<file path="src/scu_pkg.sv">
// Shared constants of the serial unit: register map, field positions,
// reset values and bit timing. Assumes a 100 MHz aclk.
package scu_pkg;
  localparam int unsigned CLK_HZ = 100_000_000;
  localparam int unsigned OVERSAMPLE = 16;
  localparam int unsigned SAMPLE_PT = 8;
  localparam int unsigned DATA_BITS = 8;
  localparam int unsigned TK_W = $clog2(OVERSAMPLE);
  localparam int unsigned BIT_W = $clog2(DATA_BITS);
  localparam logic [TK_W-1:0] TK_LAST = TK_W'(OVERSAMPLE - 1);
  localparam logic [TK_W-1:0] TK_MID = TK_W'(SAMPLE_PT);
  localparam logic [TK_W-1:0] TK_PRE = TK_W'(SAMPLE_PT - 1);
  localparam logic [BIT_W-1:0] BIT_LAST = BIT_W'(DATA_BITS - 1);
  localparam int unsigned AXI_DW = 32;
  localparam int unsigned NREG = 7;
  localparam int REG_CTRL = 0;
  localparam int REG_BAUD = 1;
  localparam int REG_STAT = 2;
  localparam int REG_TXD = 3;
  localparam int REG_RXD = 4;
  localparam int REG_ISTAT = 5;
  localparam int REG_IMASK = 6;
  localparam logic [NREG-1:0][7:0] REG_OFF = {
    8'h18, 8'h14, 8'h10, 8'h0C, 8'h08, 8'h04, 8'h00};
  localparam int unsigned CTRL_W = 8;
  localparam int CT_TX_EN = 0;
  localparam int CT_RX_EN = 1;
  localparam int CT_SYNC = 2;
  localparam int CT_RIE = 3;
  localparam int CT_LATCH = 4;
  localparam int CT_DIR = 5;
  localparam int CT_PAR_EN = 6;
  localparam int CT_PAR_ODD = 7;
  localparam logic [CTRL_W-1:0] CTRL_RST = 8'h00;
  localparam int unsigned BAUD_W = 16;
  localparam logic [BAUD_W-1:0] BAUD_RST = 16'h0035;
  localparam int unsigned STAT_W = 7;
  localparam int ST_TBE = 0;
  localparam int ST_RECEIVE_FULL_FLAG = 1;
  localparam int ST_OVERRUN_FLAG = 2;
  localparam int ST_FER = 3;
  localparam int ST_PER = 4;
  localparam int ST_PIN = 5;
  localparam int ST_ACT = 6;
  localparam int unsigned NIRQ = 3;
  localparam logic [1:0] RESP_OKAY = 2'h0;
  localparam logic [1:0] RESP_SLVERR = 2'h2;
endpackage

</file>
<file path="src/scu_link_if.sv">
// Carrier between the serial core and its transmitter and receiver.
// Assumes all three ends run on the same aclk.
`timescale 1ns/100ps
interface scu_link_if;
  logic base_tick;
  logic sync_mode;
  logic par_en;
  logic par_odd;
  logic tx_en;
  logic tx_go;
  logic [7:0] tx_data;
  logic tx_take;
  logic tx_active;
  logic tx_sout;
  logic sclk;
  logic sclk_rise;
  logic rx_en;
  logic rxd;
  logic rx_done;
  logic rx_ferr;
  logic rx_perr;
  logic [7:0] rx_data;
  modport ctl (output base_tick, sync_mode, par_en, par_odd, tx_en, tx_go, tx_data,
    rx_en, rxd, input tx_take, tx_active, tx_sout, sclk, sclk_rise, rx_done,
    rx_ferr, rx_perr, rx_data);
  modport tx (input base_tick, sync_mode, par_en, par_odd, tx_en, tx_go, tx_data,
    output tx_take, tx_active, tx_sout, sclk, sclk_rise);
  modport rx (input base_tick, sync_mode, par_en, par_odd, rx_en, rxd, sclk_rise,
    output rx_done, rx_ferr, rx_perr, rx_data);
endinterface

</file>
<file path="src/scu_tx.sv">
// Transmit shifter: async frames or clocked 8-bit frames.
// Assumes base_tick at 16x bit rate and a synchronous tx_go request.
`timescale 1ns/100ps
module scu_tx (
  input wire logic aclk,
  input wire logic aresetn,
  scu_link_if.tx lk
);
  import scu_pkg::*;
  typedef enum logic [2:0] {TX_IDLE, TX_START, TX_DATA, TX_PAR, TX_STOP} scu_tx_st_t;
  scu_tx_st_t st_ff;
  logic [TK_W-1:0] tk_ff;
  logic [BIT_W-1:0] bit_ff;
  logic [DATA_BITS-1:0] sh_ff;
  logic par_ff;
  logic out_ff;
  logic take_ff;
  logic sclk_ff;
  logic rise_ff;
  logic busy;
  logic bit_end;
  assign busy = (st_ff != TX_IDLE);
  assign bit_end = lk.base_tick && (tk_ff == TK_LAST);
  assign lk.tx_take = take_ff;
  assign lk.tx_active = busy;
  assign lk.tx_sout = out_ff;
  assign lk.sclk = sclk_ff;
  assign lk.sclk_rise = rise_ff;

  always_ff @(posedge aclk) begin
    // Disable aborts any frame at once
    if (!aresetn || !lk.tx_en) begin // [RULE11]
      st_ff <= TX_IDLE;
      tk_ff <= '0;
      bit_ff <= '0;
      sh_ff <= '0;
      par_ff <= 1'b0;
      out_ff <= 1'b1;
      take_ff <= 1'b0;
      sclk_ff <= 1'b1;
      rise_ff <= 1'b0;
    end else begin
      take_ff <= 1'b0;
      sclk_ff <= !(lk.sync_mode && st_ff == TX_DATA && tk_ff < TK_MID);
      rise_ff <= lk.sync_mode && st_ff == TX_DATA && lk.base_tick && tk_ff == TK_PRE;
      if (!busy && lk.tx_go) begin
        sh_ff <= lk.tx_data;
        par_ff <= (^lk.tx_data) ^ lk.par_odd;
        take_ff <= 1'b1; // [RULE1]
        tk_ff <= '0;
        bit_ff <= '0;
        st_ff <= lk.sync_mode ? TX_DATA : TX_START;
        out_ff <= lk.sync_mode ? lk.tx_data[0] : 1'b0;
      end else if (busy && lk.base_tick) begin
        tk_ff <= bit_end ? '0 : tk_ff + 1'b1;
        if (bit_end) begin
          case (st_ff)
            TX_START: begin
              st_ff <= TX_DATA;
              out_ff <= sh_ff[0];
            end
            TX_DATA: begin
              if (bit_ff == BIT_LAST) begin
                // Clocked mode holds the last bit on the line
                st_ff <= lk.sync_mode ? TX_IDLE : (lk.par_en ? TX_PAR : TX_STOP);
                out_ff <= lk.sync_mode ? out_ff : (lk.par_en ? par_ff : 1'b1);
              end else begin
                sh_ff <= sh_ff >> 1;
                out_ff <= sh_ff[1];
                bit_ff <= bit_ff + 1'b1;
              end
            end
            TX_PAR: begin
              st_ff <= TX_STOP;
              out_ff <= 1'b1;
            end
            TX_STOP: st_ff <= TX_IDLE;
            default: st_ff <= TX_IDLE;
          endcase
        end
      end
    end
  end
endmodule

</file>
<file path="src/scu_rx.sv">
// Receive shifter: 16x oversampled async frames or clocked 8-bit frames.
// Assumes rxd already synchronised to aclk; clocked mode needs the transmitter.
`timescale 1ns/100ps
module scu_rx (
  input wire logic aclk,
  input wire logic aresetn,
  scu_link_if.rx lk
);
  import scu_pkg::*;
  typedef enum logic [2:0] {RX_IDLE, RX_START, RX_DATA, RX_PAR, RX_STOP} scu_rx_st_t;
  scu_rx_st_t st_ff;
  logic [TK_W-1:0] tk_ff;
  logic [BIT_W-1:0] bit_ff;
  logic [DATA_BITS-1:0] sh_ff;
  logic done_ff;
  logic ferr_ff;
  logic perr_ff;
  logic smp;
  logic detect;
  // Eighth tick after the detecting tick, not the ninth
  assign smp = lk.sync_mode ? lk.sclk_rise : (lk.base_tick && tk_ff == TK_PRE); // [RULE15]
  assign detect = !lk.sync_mode && lk.base_tick && !lk.rxd; // [RULE14]
  assign lk.rx_done = done_ff;
  assign lk.rx_ferr = ferr_ff;
  assign lk.rx_perr = perr_ff;
  assign lk.rx_data = sh_ff;

  always_ff @(posedge aclk) begin
    if (!aresetn || !lk.rx_en) begin
      st_ff <= RX_IDLE;
      tk_ff <= '0;
      bit_ff <= '0;
      sh_ff <= '0;
      done_ff <= 1'b0;
      ferr_ff <= 1'b0;
      perr_ff <= 1'b0;
    end else begin
      done_ff <= 1'b0;
      if (st_ff != RX_IDLE && lk.base_tick) begin
        tk_ff <= (tk_ff == TK_LAST) ? '0 : tk_ff + 1'b1;
      end
      case (st_ff)
        RX_IDLE: begin
          tk_ff <= '0;
          bit_ff <= '0;
          perr_ff <= 1'b0;
          // A break keeps restarting frames, so framing errors recur
          if (detect) begin // [RULE6]
            st_ff <= RX_START;
          end else if (lk.sync_mode && smp) begin
            sh_ff <= {lk.rxd, sh_ff[DATA_BITS-1:1]};
            bit_ff <= BIT_W'(1);
            st_ff <= RX_DATA;
          end
        end
        RX_START: begin
          if (smp) begin
            st_ff <= lk.rxd ? RX_IDLE : RX_DATA;
          end
        end
        RX_DATA: begin
          if (smp) begin
            sh_ff <= {lk.rxd, sh_ff[DATA_BITS-1:1]};
            bit_ff <= bit_ff + 1'b1;
            if (bit_ff == BIT_LAST) begin
              st_ff <= lk.sync_mode ? RX_IDLE : (lk.par_en ? RX_PAR : RX_STOP);
              done_ff <= lk.sync_mode;
              ferr_ff <= 1'b0;
            end
          end
        end
        RX_PAR: begin
          if (smp) begin
            perr_ff <= ((^sh_ff) ^ lk.rxd) != lk.par_odd;
            st_ff <= RX_STOP;
          end
        end
        RX_STOP: begin
          if (smp) begin
            ferr_ff <= !lk.rxd;
            done_ff <= 1'b1;
            st_ff <= RX_IDLE;
          end
        end
        default: st_ff <= RX_IDLE;
      endcase
    end
  end
endmodule

</file>
<file path="src/scu_top.sv">
// Serial unit core: AXI4-Lite registers, receive flags, pin muxing, interrupts.
// Assumes one AXI4-Lite master on aclk; rxd_pin is asynchronous to aclk.
//
// What this block does
// RULE1: Buffer-empty flag sets when shifter loads
// RULE2: Holding writes always accepted, overwrite pending byte
// RULE3: Software checks empty flag before writing
// RULE4: Overrun keeps full, sets errors, drops byte
// RULE5: Errors without overrun copy byte, full stays
// RULE6: Break keeps receiver running, framing error recurs
// RULE7: Software reads input pin to spot break
// RULE8: Transmit disabled gives pin to port latch
// RULE9: Software presets port latch and direction high
// RULE10: Break sent by latch low, then disable
// RULE11: Disabling transmit resets transmitter at once
// RULE12: Clocked mode: errors block transmit start
// RULE13: Receive disable keeps error flags intact
// RULE14: Async receive oversamples 16x, aligns start
// RULE15: Bits sampled on eighth base tick
// RULE16: External clock waits five cycles after load; here sclk is always driven by the transmitter
// RULE17: Error flags raise error request when enabled
// RULE18: Full flag raises full request when enabled
// RULE19: Flags clear by zero-write after reading one
//
// Design decisions made here: the AXI4-Lite interface to the registers and the register addresses.
`timescale 1ns/100ps
module scu_top #(
  parameter int unsigned ADDR_W = 8
) (
  input wire logic aclk,
  input wire logic aresetn,
  input wire logic [ADDR_W-1:0] s_axi_awaddr,
  input wire logic s_axi_awvalid,
  output logic s_axi_awready,
  input wire logic [scu_pkg::AXI_DW-1:0] s_axi_wdata,
  input wire logic [scu_pkg::AXI_DW/8-1:0] s_axi_wstrb,
  input wire logic s_axi_wvalid,
  output logic s_axi_wready,
  output logic [1:0] s_axi_bresp,
  output logic s_axi_bvalid,
  input wire logic s_axi_bready,
  input wire logic [ADDR_W-1:0] s_axi_araddr,
  input wire logic s_axi_arvalid,
  output logic s_axi_arready,
  output logic [scu_pkg::AXI_DW-1:0] s_axi_rdata,
  output logic [1:0] s_axi_rresp,
  output logic s_axi_rvalid,
  input wire logic s_axi_rready,
  input wire logic rxd_pin,
  output logic txd_out,
  output logic txd_oe_n,
  output logic sclk_out,
  output logic sclk_oe_n,
  output logic rx_error_irq,
  output logic rx_full_irq,
  output logic irq
);
  import scu_pkg::*;

  scu_link_if lk ();

  logic [CTRL_W-1:0] ctrl_ff;
  logic [BAUD_W-1:0] baud_ff;
  logic [BAUD_W-1:0] div_ff;
  logic tick_ff;
  logic rxs1_ff;
  logic rxs2_ff;
  logic tbe_ff;
  logic receive_full_flag_ff;
  logic overrun_flag_ff;
  logic fer_ff;
  logic per_ff;
  logic [STAT_W-1:0] seen_ff;
  logic [7:0] hold_ff;
  logic [7:0] rbuf_ff;
  logic [NIRQ-1:0] ist_ff;
  logic [NIRQ-1:0] imask_ff;
  logic aw_got_ff;
  logic w_got_ff;
  logic [ADDR_W-1:0] awaddr_ff;
  logic [AXI_DW-1:0] wdata_ff;
  logic [AXI_DW/8-1:0] wstrb_ff;
  logic awready_ff;
  logic wready_ff;
  logic bvalid_ff;
  logic [1:0] bresp_ff;
  logic arready_ff;
  logic rvalid_ff;
  logic [AXI_DW-1:0] rdata_ff;
  logic [1:0] rresp_ff;
  logic txd_ff;
  logic txd_oe_n_ff;
  logic sclk_ff;
  logic sclk_oe_n_ff;
  logic err_irq_ff;
  logic full_irq_ff;
  logic irq_ff;

  function automatic logic [NREG-1:0] reg_sel(input logic [ADDR_W-1:0] a);
    logic [NREG-1:0] s;
    s = '0;
    for (int i = 0; i < NREG; i++) begin
      if (a == ADDR_W'(REG_OFF[i])) begin
        s[i] = 1'b1;
      end
    end
    return s;
  endfunction

  function automatic logic [AXI_DW-1:0] be_merge(
    input logic [AXI_DW-1:0] old_w,
    input logic [AXI_DW-1:0] new_w,
    input logic [AXI_DW/8-1:0] strb
  );
    logic [AXI_DW-1:0] m;
    m = old_w;
    for (int b = 0; b < AXI_DW / 8; b++) begin
      if (strb[b]) begin
        m[b*8 +: 8] = new_w[b*8 +: 8];
      end
    end
    return m;
  endfunction

  // Write channel: address and data are taken in either order
  logic aw_hs;
  logic w_hs;
  logic wr_go;
  logic [NREG-1:0] wsel;
  logic [NREG-1:0] wr_en;
  logic nxt_aw_got;
  logic nxt_w_got;
  logic nxt_bvalid;
  assign aw_hs = s_axi_awvalid && awready_ff;
  assign w_hs = s_axi_wvalid && wready_ff;
  assign wr_go = aw_got_ff && w_got_ff && !bvalid_ff;
  assign wsel = reg_sel(awaddr_ff);
  assign wr_en = {NREG{wr_go}} & wsel;
  assign nxt_aw_got = !wr_go && (aw_got_ff || aw_hs);
  assign nxt_w_got = !wr_go && (w_got_ff || w_hs);
  assign nxt_bvalid = wr_go || (bvalid_ff && !s_axi_bready);

  always_ff @(posedge aclk) begin
    if (!aresetn) begin
      aw_got_ff <= 1'b0;
      w_got_ff <= 1'b0;
      awready_ff <= 1'b0;
      wready_ff <= 1'b0;
      bvalid_ff <= 1'b0;
      bresp_ff <= RESP_OKAY;
    end else begin
      aw_got_ff <= nxt_aw_got;
      w_got_ff <= nxt_w_got;
      awready_ff <= !nxt_aw_got && !nxt_bvalid;
      wready_ff <= !nxt_w_got && !nxt_bvalid;
      bvalid_ff <= nxt_bvalid;
      if (wr_go) begin
        bresp_ff <= (|wsel) ? RESP_OKAY : RESP_SLVERR;
      end
    end
  end

  always_ff @(posedge aclk) begin
    if (!aresetn) begin
      awaddr_ff <= '0;
      wdata_ff <= '0;
      wstrb_ff <= '0;
    end else begin
      if (aw_hs) begin
        awaddr_ff <= s_axi_awaddr;
      end
      if (w_hs) begin
        wdata_ff <= s_axi_wdata;
        wstrb_ff <= s_axi_wstrb;
      end
    end
  end

  // Read channel: one-cycle answer from a registered mux
  logic ar_hs;
  logic [NREG-1:0] rsel;
  logic [STAT_W-1:0] stat_w;
  logic [AXI_DW-1:0] rd_word;
  logic nxt_rvalid;
  assign ar_hs = s_axi_arvalid && arready_ff;
  assign rsel = reg_sel(s_axi_araddr);
  assign nxt_rvalid = ar_hs || (rvalid_ff && !s_axi_rready);
  // Live pin level lets software tell a break from a bad frame
  assign stat_w = {lk.tx_active, rxs2_ff, per_ff, fer_ff, overrun_flag_ff, receive_full_flag_ff, tbe_ff}; // [RULE7]
  assign rd_word = ({AXI_DW{rsel[REG_CTRL]}} & AXI_DW'(ctrl_ff))
    | ({AXI_DW{rsel[REG_BAUD]}} & AXI_DW'(baud_ff))
    | ({AXI_DW{rsel[REG_STAT]}} & AXI_DW'(stat_w))
    | ({AXI_DW{rsel[REG_TXD]}} & AXI_DW'(hold_ff))
    | ({AXI_DW{rsel[REG_RXD]}} & AXI_DW'(rbuf_ff))
    | ({AXI_DW{rsel[REG_ISTAT]}} & AXI_DW'(ist_ff))
    | ({AXI_DW{rsel[REG_IMASK]}} & AXI_DW'(imask_ff));

  always_ff @(posedge aclk) begin
    if (!aresetn) begin
      arready_ff <= 1'b0;
      rvalid_ff <= 1'b0;
      rdata_ff <= '0;
      rresp_ff <= RESP_OKAY;
    end else begin
      arready_ff <= !nxt_rvalid;
      rvalid_ff <= nxt_rvalid;
      if (ar_hs) begin
        rdata_ff <= rd_word;
        rresp_ff <= (|rsel) ? RESP_OKAY : RESP_SLVERR;
      end
    end
  end

  // Software-written registers
  logic [AXI_DW-1:0] ctrl_m;
  logic [AXI_DW-1:0] baud_m;
  logic [AXI_DW-1:0] hold_m;
  logic [AXI_DW-1:0] imask_m;
  assign ctrl_m = be_merge(AXI_DW'(ctrl_ff), wdata_ff, wstrb_ff);
  assign baud_m = be_merge(AXI_DW'(baud_ff), wdata_ff, wstrb_ff);
  assign hold_m = be_merge(AXI_DW'(hold_ff), wdata_ff, wstrb_ff);
  assign imask_m = be_merge(AXI_DW'(imask_ff), wdata_ff, wstrb_ff);

  always_ff @(posedge aclk) begin
    if (!aresetn) begin
      ctrl_ff <= CTRL_RST;
      baud_ff <= BAUD_RST;
      hold_ff <= '0;
      imask_ff <= '0;
    end else begin
      if (wr_en[REG_CTRL]) begin
        ctrl_ff <= ctrl_m[CTRL_W-1:0];
      end
      if (wr_en[REG_BAUD]) begin
        baud_ff <= baud_m[BAUD_W-1:0];
      end
      // No guard on the empty flag: a pending byte is simply replaced
      if (wr_en[REG_TXD]) begin // [RULE2]
        hold_ff <= hold_m[7:0];
      end
      if (wr_en[REG_IMASK]) begin
        imask_ff <= imask_m[NIRQ-1:0];
      end
    end
  end

  // Base clock at 16x bit rate and pin synchroniser
  always_ff @(posedge aclk) begin
    if (!aresetn) begin
      div_ff <= '0;
      tick_ff <= 1'b0;
      rxs1_ff <= 1'b1;
      rxs2_ff <= 1'b1;
    end else begin
      div_ff <= (div_ff >= baud_ff) ? '0 : div_ff + 1'b1;
      tick_ff <= (div_ff >= baud_ff);
      rxs1_ff <= rxd_pin;
      rxs2_ff <= rxs1_ff;
    end
  end

  // Receive flags; an event in the cycle of a clear wins
  logic tx_en;
  logic sync_md;
  logic rx_err_any;
  logic st_wr;
  logic [STAT_W-1:0] clr;
  logic rx_ok;
  logic ev_ov;
  logic ev_full;
  logic ev_err;
  logic nxt_tbe;
  assign tx_en = ctrl_ff[CT_TX_EN];
  assign sync_md = ctrl_ff[CT_SYNC];
  assign rx_err_any = overrun_flag_ff || fer_ff || per_ff;
  assign st_wr = wr_en[REG_STAT] && wstrb_ff[0];
  assign clr = {STAT_W{st_wr}} & ~wdata_ff[STAT_W-1:0] & seen_ff; // [RULE19]
  assign rx_ok = lk.rx_done && !receive_full_flag_ff;
  assign ev_ov = lk.rx_done && receive_full_flag_ff; // [RULE4]
  assign ev_full = rx_ok && !lk.rx_ferr && !lk.rx_perr; // [RULE5]
  assign ev_err = ev_ov || (lk.rx_done && (lk.rx_ferr || lk.rx_perr));
  assign nxt_tbe = !tx_en || (!wr_en[REG_TXD] && (tbe_ff || lk.tx_take)); // [RULE1]

  always_ff @(posedge aclk) begin
    // Receive disable does not touch these flags
    if (!aresetn) begin // [RULE13]
      tbe_ff <= 1'b1;
      receive_full_flag_ff <= 1'b0;
      overrun_flag_ff <= 1'b0;
      fer_ff <= 1'b0;
      per_ff <= 1'b0;
      seen_ff <= '0;
      rbuf_ff <= '0;
    end else begin
      tbe_ff <= nxt_tbe;
      receive_full_flag_ff <= ev_full || (receive_full_flag_ff && !clr[ST_RECEIVE_FULL_FLAG]);
      overrun_flag_ff <= ev_ov || (overrun_flag_ff && !clr[ST_OVERRUN_FLAG]); // [RULE4]
      fer_ff <= (lk.rx_done && lk.rx_ferr) || (fer_ff && !clr[ST_FER]); // [RULE6]
      per_ff <= (lk.rx_done && lk.rx_perr) || (per_ff && !clr[ST_PER]);
      seen_ff <= (ar_hs && rsel[REG_STAT]) ? stat_w : (seen_ff & ~clr);
      // Overrun drops the new byte; other errors still deliver it
      if (rx_ok) begin // [RULE5]
        rbuf_ff <= lk.rx_data;
      end
    end
  end

  // Link to transmitter and receiver
  assign lk.base_tick = tick_ff;
  assign lk.sync_mode = sync_md;
  assign lk.par_en = ctrl_ff[CT_PAR_EN] && !sync_md;
  assign lk.par_odd = ctrl_ff[CT_PAR_ODD];
  assign lk.tx_en = tx_en;
  assign lk.tx_go = tx_en && !tbe_ff && !(sync_md && rx_err_any); // [RULE12]
  assign lk.tx_data = hold_ff;
  assign lk.rx_en = ctrl_ff[CT_RX_EN];
  assign lk.rxd = rxs2_ff;

  scu_tx u_tx (
    .aclk(aclk),
    .aresetn(aresetn),
    .lk(lk.tx)
  );

  scu_rx u_rx (
    .aclk(aclk),
    .aresetn(aresetn),
    .lk(lk.rx)
  );

  // Interrupt status, mask and outputs
  logic [NIRQ-1:0] ev_irq;
  logic [NIRQ-1:0] w1c;
  logic [NIRQ-1:0] nxt_ist;
  assign ev_irq = {lk.tx_take, ev_err, ev_full};
  assign w1c = (wr_en[REG_ISTAT] && wstrb_ff[0]) ? wdata_ff[NIRQ-1:0] : '0;
  assign nxt_ist = ev_irq | (ist_ff & ~w1c);

  always_ff @(posedge aclk) begin
    if (!aresetn) begin
      ist_ff <= '0;
      irq_ff <= 1'b0;
      err_irq_ff <= 1'b0;
      full_irq_ff <= 1'b0;
    end else begin
      ist_ff <= nxt_ist;
      irq_ff <= |(ist_ff & imask_ff);
      err_irq_ff <= rx_err_any && ctrl_ff[CT_RIE]; // [RULE17]
      full_irq_ff <= receive_full_flag_ff && ctrl_ff[CT_RIE]; // [RULE18]
    end
  end

  // Port latch stands in for the line while transmit is off
  always_ff @(posedge aclk) begin
    if (!aresetn) begin
      txd_ff <= 1'b1;
      txd_oe_n_ff <= 1'b1;
      sclk_ff <= 1'b1;
      sclk_oe_n_ff <= 1'b1;
    end else begin
      txd_ff <= tx_en ? lk.tx_sout : ctrl_ff[CT_LATCH]; // [RULE8] [RULE11]
      txd_oe_n_ff <= tx_en ? 1'b0 : !ctrl_ff[CT_DIR]; // [RULE8]
      sclk_ff <= lk.sclk;
      sclk_oe_n_ff <= !(sync_md && tx_en);
    end
  end

  assign s_axi_awready = awready_ff;
  assign s_axi_wready = wready_ff;
  assign s_axi_bvalid = bvalid_ff;
  assign s_axi_bresp = bresp_ff;
  assign s_axi_arready = arready_ff;
  assign s_axi_rvalid = rvalid_ff;
  assign s_axi_rdata = rdata_ff;
  assign s_axi_rresp = rresp_ff;
  assign txd_out = txd_ff;
  assign txd_oe_n = txd_oe_n_ff;
  assign sclk_out = sclk_ff;
  assign sclk_oe_n = sclk_oe_n_ff;
  assign rx_error_irq = err_irq_ff;
  assign rx_full_irq = full_irq_ff;
  assign irq = irq_ff;
endmodule

</file>
<file path="config.mk">
export PLATFORM = sky130hd
export DESIGN_NAME = scu_top
export DESIGN_NICKNAME = d
export VERILOG_FILES = /design/src/scu_pkg.sv /design/src/scu_link_if.sv /design/src/scu_tx.sv /design/src/scu_rx.sv /design/src/scu_top.sv
export SDC_FILE = /design/constraint.sdc
export NUM_CORES = 1
export LEC_CHECK = 0
export ABC_CLOCK_PERIOD_IN_PS = 4100
export BUFFER_PORTS_ARGS = -buffer_cell sky130_fd_sc_hd__buf_2
export CORE_ASPECT_RATIO = 0.6
export CORE_UTILIZATION = 30
export CTS_CLUSTER_SIZE = 8
export DETAILED_ROUTE_END_ITERATION = 6
export GPL_ROUTABILITY_DRIVEN = 0
export PLACE_DENSITY = 0.48
export REMOVE_ABC_BUFFERS = 1
export SYNTH_ARGS = -nofsm -noshare
export SYNTH_HDL_FRONTEND = slang
export SYNTH_SLANG_ARGS = --single-unit
</file>
<file path="constraint.sdc">
create_clock -name aclk -period 4.1 [get_ports aclk]
set_input_delay 0.82 -clock aclk [delete_from_list [all_inputs] [get_ports aclk]]
set_output_delay 0.82 -clock aclk [all_outputs]
set_load 0.1 [all_outputs]
</file>
Word-level counts from Yosys, hierarchy flattened
Cells that the tools add are included.
{"block": "classes", "addsub": 5, "multipliers": 0, "div_mod_pow": 0, "n_lt_le_gt_ge": 2, "eq_ne": 37, "shift": 0, "mux": 72, "bitwise": 27, "n_reduce_logical": 122}
{"operator": "32-bit bitwise OR", "n": 6}
{"operator": "32-bit by 8-bit bitwise AND with 32-bit output", "n": 3}
{"operator": "32-bit by 3-bit bitwise AND with 32-bit output", "n": 2}
{"operator": "8-bit two-way mux", "n": 8}
{"operator": "8-bit by 5-bit equality test with 1-bit output (second input constant)", "n": 6}
{"operator": "3-bit two-way mux", "n": 16}
{"operator": "1-bit logical AND", "n": 45}
{"operator": "1-bit two-way mux", "n": 33}
{"operator": "32-bit by 16-bit bitwise AND with 32-bit output", "n": 1}
{"operator": "32-bit by 7-bit bitwise AND with 32-bit output", "n": 1}
{"operator": "8-bit by 4-bit equality test with 1-bit output (second input constant)", "n": 4}
{"operator": "7-bit bitwise AND", "n": 4}
{"operator": "1-bit zero test", "n": 27}
{"operator": "4-bit AND reduction", "n": 5}
{"operator": "16-bit by 1-bit adder with 16-bit output (second input constant)", "n": 1}
{"operator": "8-bit by 3-bit equality test with 1-bit output (second input constant)", "n": 2}
{"operator": "16-bit >= comparator", "n": 1}
{"operator": "8-bit zero test", "n": 2}
{"operator": "1-bit logical OR", "n": 16}
{"operator": "8-bit one-hot mux with 2 select lines", "n": 1}
{"operator": "8-bit XOR reduction", "n": 2}
{"operator": "3-bit one-hot mux with 5 select lines", "n": 1}
{"operator": "2-bit by 1-bit inequality test with 1-bit output (second input constant)", "n": 7}
{"operator": "7-bit inverter", "n": 2}
{"operator": "other kinds (35)", "n": 69}
{"block": "word_totals", "reg_bits": 197, "latchBits": 0, "ramBits": 0, "mem_bits_ro": 0, "in_bits": 60, "out_inout_bits": 48, "elab_cells": 318, "n_memories": 0}

Logic depth before layout (Yosys ltp)
{"block": "depth", "depth_word": 9, "mapped_depth": 8, "mapped_depth_nobuf": 7}

Hierarchy
Synthesis repeated with hierarchy kept, for this count alone.
{"block": "hier_totals", "hier_cells": 902, "area_unflattened_um2": 8022.7}
{"module": "scu_top", "n_inst": 1, "cells_each": 648, "area_per_inst_um2": 5693.0, "seq_area_each_um2": 2642.5}
{"module": "scu_tx", "n_inst": 1, "cells_each": 132, "area_per_inst_um2": 1234.9, "seq_area_each_um2": 460.4}
{"module": "scu_rx", "n_inst": 1, "cells_each": 122, "area_per_inst_um2": 1094.8, "seq_area_each_um2": 420.4}

Worst setup path after synthesis
No wires, ideal clock.
{"block": "synth_timing", "kind": "in2reg", "start": "input port s_axi_araddr[4]", "end": "register rdata_ff[3] (netlist: s_axi_rdata[3])", "arrival_ns": 2.086, "required_ns": 3.970, "slack_ns": 1.884, "stages": 7, "path_buffers": 2, "path_cell_list": "clkbuf_1 > buf_1 > mux2_2 > a32oi_1 > nor2_1 > a21oi_1 > a21oi_1"}
{"block": "synth_via", "elab_chain_len": 9}
{"item": "start, declared", "line_no": "scu_top.sv:42", "rtl": "input wire logic [ADDR_W-1:0] s_axi_araddr,"}
{"item": "8-bit by 3-bit equality test with 1-bit output / 8-bit zero test (equally long branches)", "line_no": "scu_top.sv:103", "rtl": "if (a == ADDR_W'(REG_OFF[i])) begin"}
{"item": "1-bit two-way mux", "line_no": "scu_top.sv:103"}
{"item": "32-bit by 16-bit bitwise AND with 32-bit output / 32-bit by 8-bit bitwise AND with 32-bit output (equally long branches)", "line_no": "scu_top.sv:191, scu_top.sv:190"}
{"item": "32-bit bitwise OR", "line_no": "scu_top.sv:191", "rtl": "| ({AXI_DW{rsel[REG_BAUD]}} & AXI_DW'(baud_ff))"}
{"item": "32-bit bitwise OR", "line_no": "scu_top.sv:192", "rtl": "| ({AXI_DW{rsel[REG_STAT]}} & AXI_DW'(stat_w))"}
{"item": "32-bit bitwise OR", "line_no": "scu_top.sv:193", "rtl": "| ({AXI_DW{rsel[REG_TXD]}} & AXI_DW'(hold_ff))"}
{"item": "32-bit bitwise OR", "line_no": "scu_top.sv:194", "rtl": "| ({AXI_DW{rsel[REG_RXD]}} & AXI_DW'(rbuf_ff))"}
{"item": "32-bit bitwise OR", "line_no": "scu_top.sv:195", "rtl": "| ({AXI_DW{rsel[REG_ISTAT]}} & AXI_DW'(ist_ff))"}
{"item": "32-bit bitwise OR (*)", "line_no": "scu_top.sv:196", "rtl": "| ({AXI_DW{rsel[REG_IMASK]}} & AXI_DW'(imask_ff));"}
{"item": "end signal, assigned", "line_no": "scu_top.sv:208", "rtl": "rdata_ff <= rd_word;"}
{"item": "end, declared", "line_no": "scu_top.sv:89", "rtl": "logic [AXI_DW-1:0] rdata_ff;"}
Every way passes the cells marked *; elsewhere a longest branch is shown, timed or not.
A chain may end at the register's enable or synchronous reset.

Final worst setup path
{"block": "layout_timing", "start": "input port s_axi_araddr[5]", "end": "register rdata_ff[14] (netlist: s_axi_rdata[14])"}
Same word-level chain as after synthesis.

==> run summary <==
row cnt - 46
Routed Antenna Nets - 0
Setup Fix Bufs, Post-CTS - 0
DP HPWL - 15900 um
number of port buffers - 71
chip width - 215 um
Via Count - 6378
Yosys reg bits - 176
Power, Total - 3.68 mW
TritonCTS buffer count - 17
total routed wirelength - 21800 um
Layout Nets - 1054
clock network power share - 43.9%
Critical Path Source Type - primary input
Overflow after GRT - 0
synthesized area per cell - 8.88 um^2
H-Tree Level Count - 4
Worst EP arrival - 2840 ps
Clock Sinks - 176
most frequent cells in the layout - 176 x dfxtp_1, 131 x nand2_1, 70 x nor2_1, 70 x buf_2, 51 x mux2i_1
Net Sw Frac - 26.6%
final core occ - 35.2%
Synth Cell Area - 8180 um^2
final hold violations - 0
number of antenna violations at the first check in global routing - 0
DP Worst Slack - 1290 ps
clk_lat worst skew - 450 ps
synth warn - 0
CTS tree - done
worst-margin pin slew - 886 ps
Seq pwr share - 48.0%
share of layout cells above drive strength 1 - 13.4%
die height - 130 um
commonest non-fill, non-tap cell in the layout - dfxtp_1
Mapped Cells - 921
Via-to-Cell Ratio - 4.75
CTS Hold Bufs - 0
Fmax - 0.408 GHz
Core ar. - 26600 um^2
Resize count post-CTS - 0
status - complete, no violations
Clock Tree Buf Depth - 2
Final Non-Filler Cells - 1344
Max-Cap Viols - 0
starting density of the core - 30.8%
final slew viol count - 0
Logic pwr share - 8.1%
P_int - 2.70 mW
Pre-antenna DRT Iters - 5
Crit. End Element - flop
pwr dens - 393 nW/um^2
first-pass GRT wire length - 34100 um
CTS root buf - clkbuf_16
CP required - 4480 ps
Synth async-reset ratio - 0%
Layout fillers - 2829
average wire per standard cell - 16.2 um
setup TNS - 0 ps
Worst Setup Path Type - in -> reg
Area Growth Syn to Fin - 14.4%
Main synth FF type - dfxtp_1
Hold WC Path Type - reg -> reg
fin area - 9360 um^2
die footprint - 28000 um^2
RSZ-0062 raised after global routing - no
DRC viols - 0
Antenna diodes - 0
Setup Skew - 8.80 ps
clk slew on worst S/H paths - 60 ps
worst vdd ir - 0.208 mV
GRT Total Usage - 16.1%
fin worst setup slack - 1650 ps
switching power - 0.978 mW
minimum clock period - 2450 ps
CP max FO - 8
Setup-failing EPs final - 0
WHS - 409 ps
crit share post-route - 59.8%
Post-synth EDFFs - 0
Slew headroom - 40.5%
First DRT Iteration DRCs - 528
sequential cell area fraction in the yosys report - 43.1%
largest net degree at the start of global routing - 50
Leak - 3.54 nW
vias in the first global route - 5915
I/O Pins - 108
Post-DP Area - 8790 um^2
placed cells - 1312
Synth cell types - 67
-- cell families (layout without fill, tap and decap cells) --
family | count (synthesis) | in the layout | share of synthesized area, %
XOR/XNOR | 34 | 34 | 3.81
multiplexers | 60 | 60 | 7.48
flip-flops | 176 | 176 | 43.1
buffers and inverters | 90 | 136 | 5.05
adder cells (fa/ha/maj) | 23 | 23 | 3.52
AND/OR/NAND/NOR | 355 | 355 | 21.9
AO/OA/AOI/OAI | 182 | 182 | 15.1
other | 1 | 18 | 0.0458
-- power groups by stage --
stage	clock network [mW]	logic, mW	registers [mW]
2_1_floorplan	0	0.146	1.87
3_3_place_gp	0	0.297	1.81
3_5_place_dp	0	0.298	1.81
4_1_cts	1.67	0.298	1.77
5_1_grt	1.72	0.316	1.77
6_report	1.61	0.296	1.77
-- per-layer routing --
layer	vias up	GRT usage, %	part of all wire (%)
li1	3265	-	-
met1	2982	26.2	59
met2	113	19.6	36
met3	18	3.66	4.3
met4	0	5.01	1.1
met5	-	0	0
-- cell type report --
type	count	area, um^2	share of cell area (%)
clock buffer	19	433	4.62
clock inverter	13	138	1.47
inverter	26	97.6	1.04
multi-input combinational	672	4310	46.0
sequential	176	3520	37.6
tap	360	450	4.81
timing repair buffer	78	410	4.38
-- critical path, stage by stage --
cell and delay, ps:
buf_2 100, nor3_1 720, nand3_1 340, nor3_2 570, a22oi_1 140, nor2b_1 140
-- sequential cells by signal, summed over array words and instances (netlist names), 8 cells and up --
register         count
baud_ff             16
ctrl_ff              8
rbuf_ff              8
awaddr_ff            8
wdata_ff            16
u_rx.lk.rx_data      8
u_tx.sh_ff           8
s_axi_rdata         16
hold_ff              8
div_ff              16
-- synthesized netlist by cell type, types with 6 or more instances --
cell type | count | area (um^2)
dfxtp_1 | 176 | 3520
nand2_1 | 131 | 492
nor2_1 | 70 | 263
mux2i_1 | 51 | 510
nor2b_1 | 50 | 313
a21boi_0 | 40 | 300
clkbuf_1 | 35 | 131
a21oi_1 | 31 | 155
o21ai_0 | 28 | 140
inv_1 | 26 | 97.6
ha_1 | 23 | 288
nand3_1 | 23 | 115
buf_4 | 18 | 135
xnor2_1 | 18 | 158
xor2_1 | 15 | 131
a22oi_1 | 14 | 105
a31oi_1 | 14 | 87.6
nor3_1 | 13 | 65.1
nand2b_1 | 10 | 62.6
mux2_2 | 9 | 101
and2_1 | 8 | 50.1
nand4_1 | 8 | 50.1
a32oi_1 | 6 | 52.6
-- final timing paths --
path | cells after the start | from | endpoint | slack, ps
worst max-delay path | 6 | s_axi_araddr[5] | s_axi_rdata[14] | 1650
worst min-delay path | 1 | rxs1_ff | lk.rxd | 410
worst max register to register | 4 | ctrl_ff[2] | u_rx.st_ff[2] | 1720
worst min register to register | 1 | rxs1_ff | lk.rxd | 410
(Power assumes the default switching activity.)
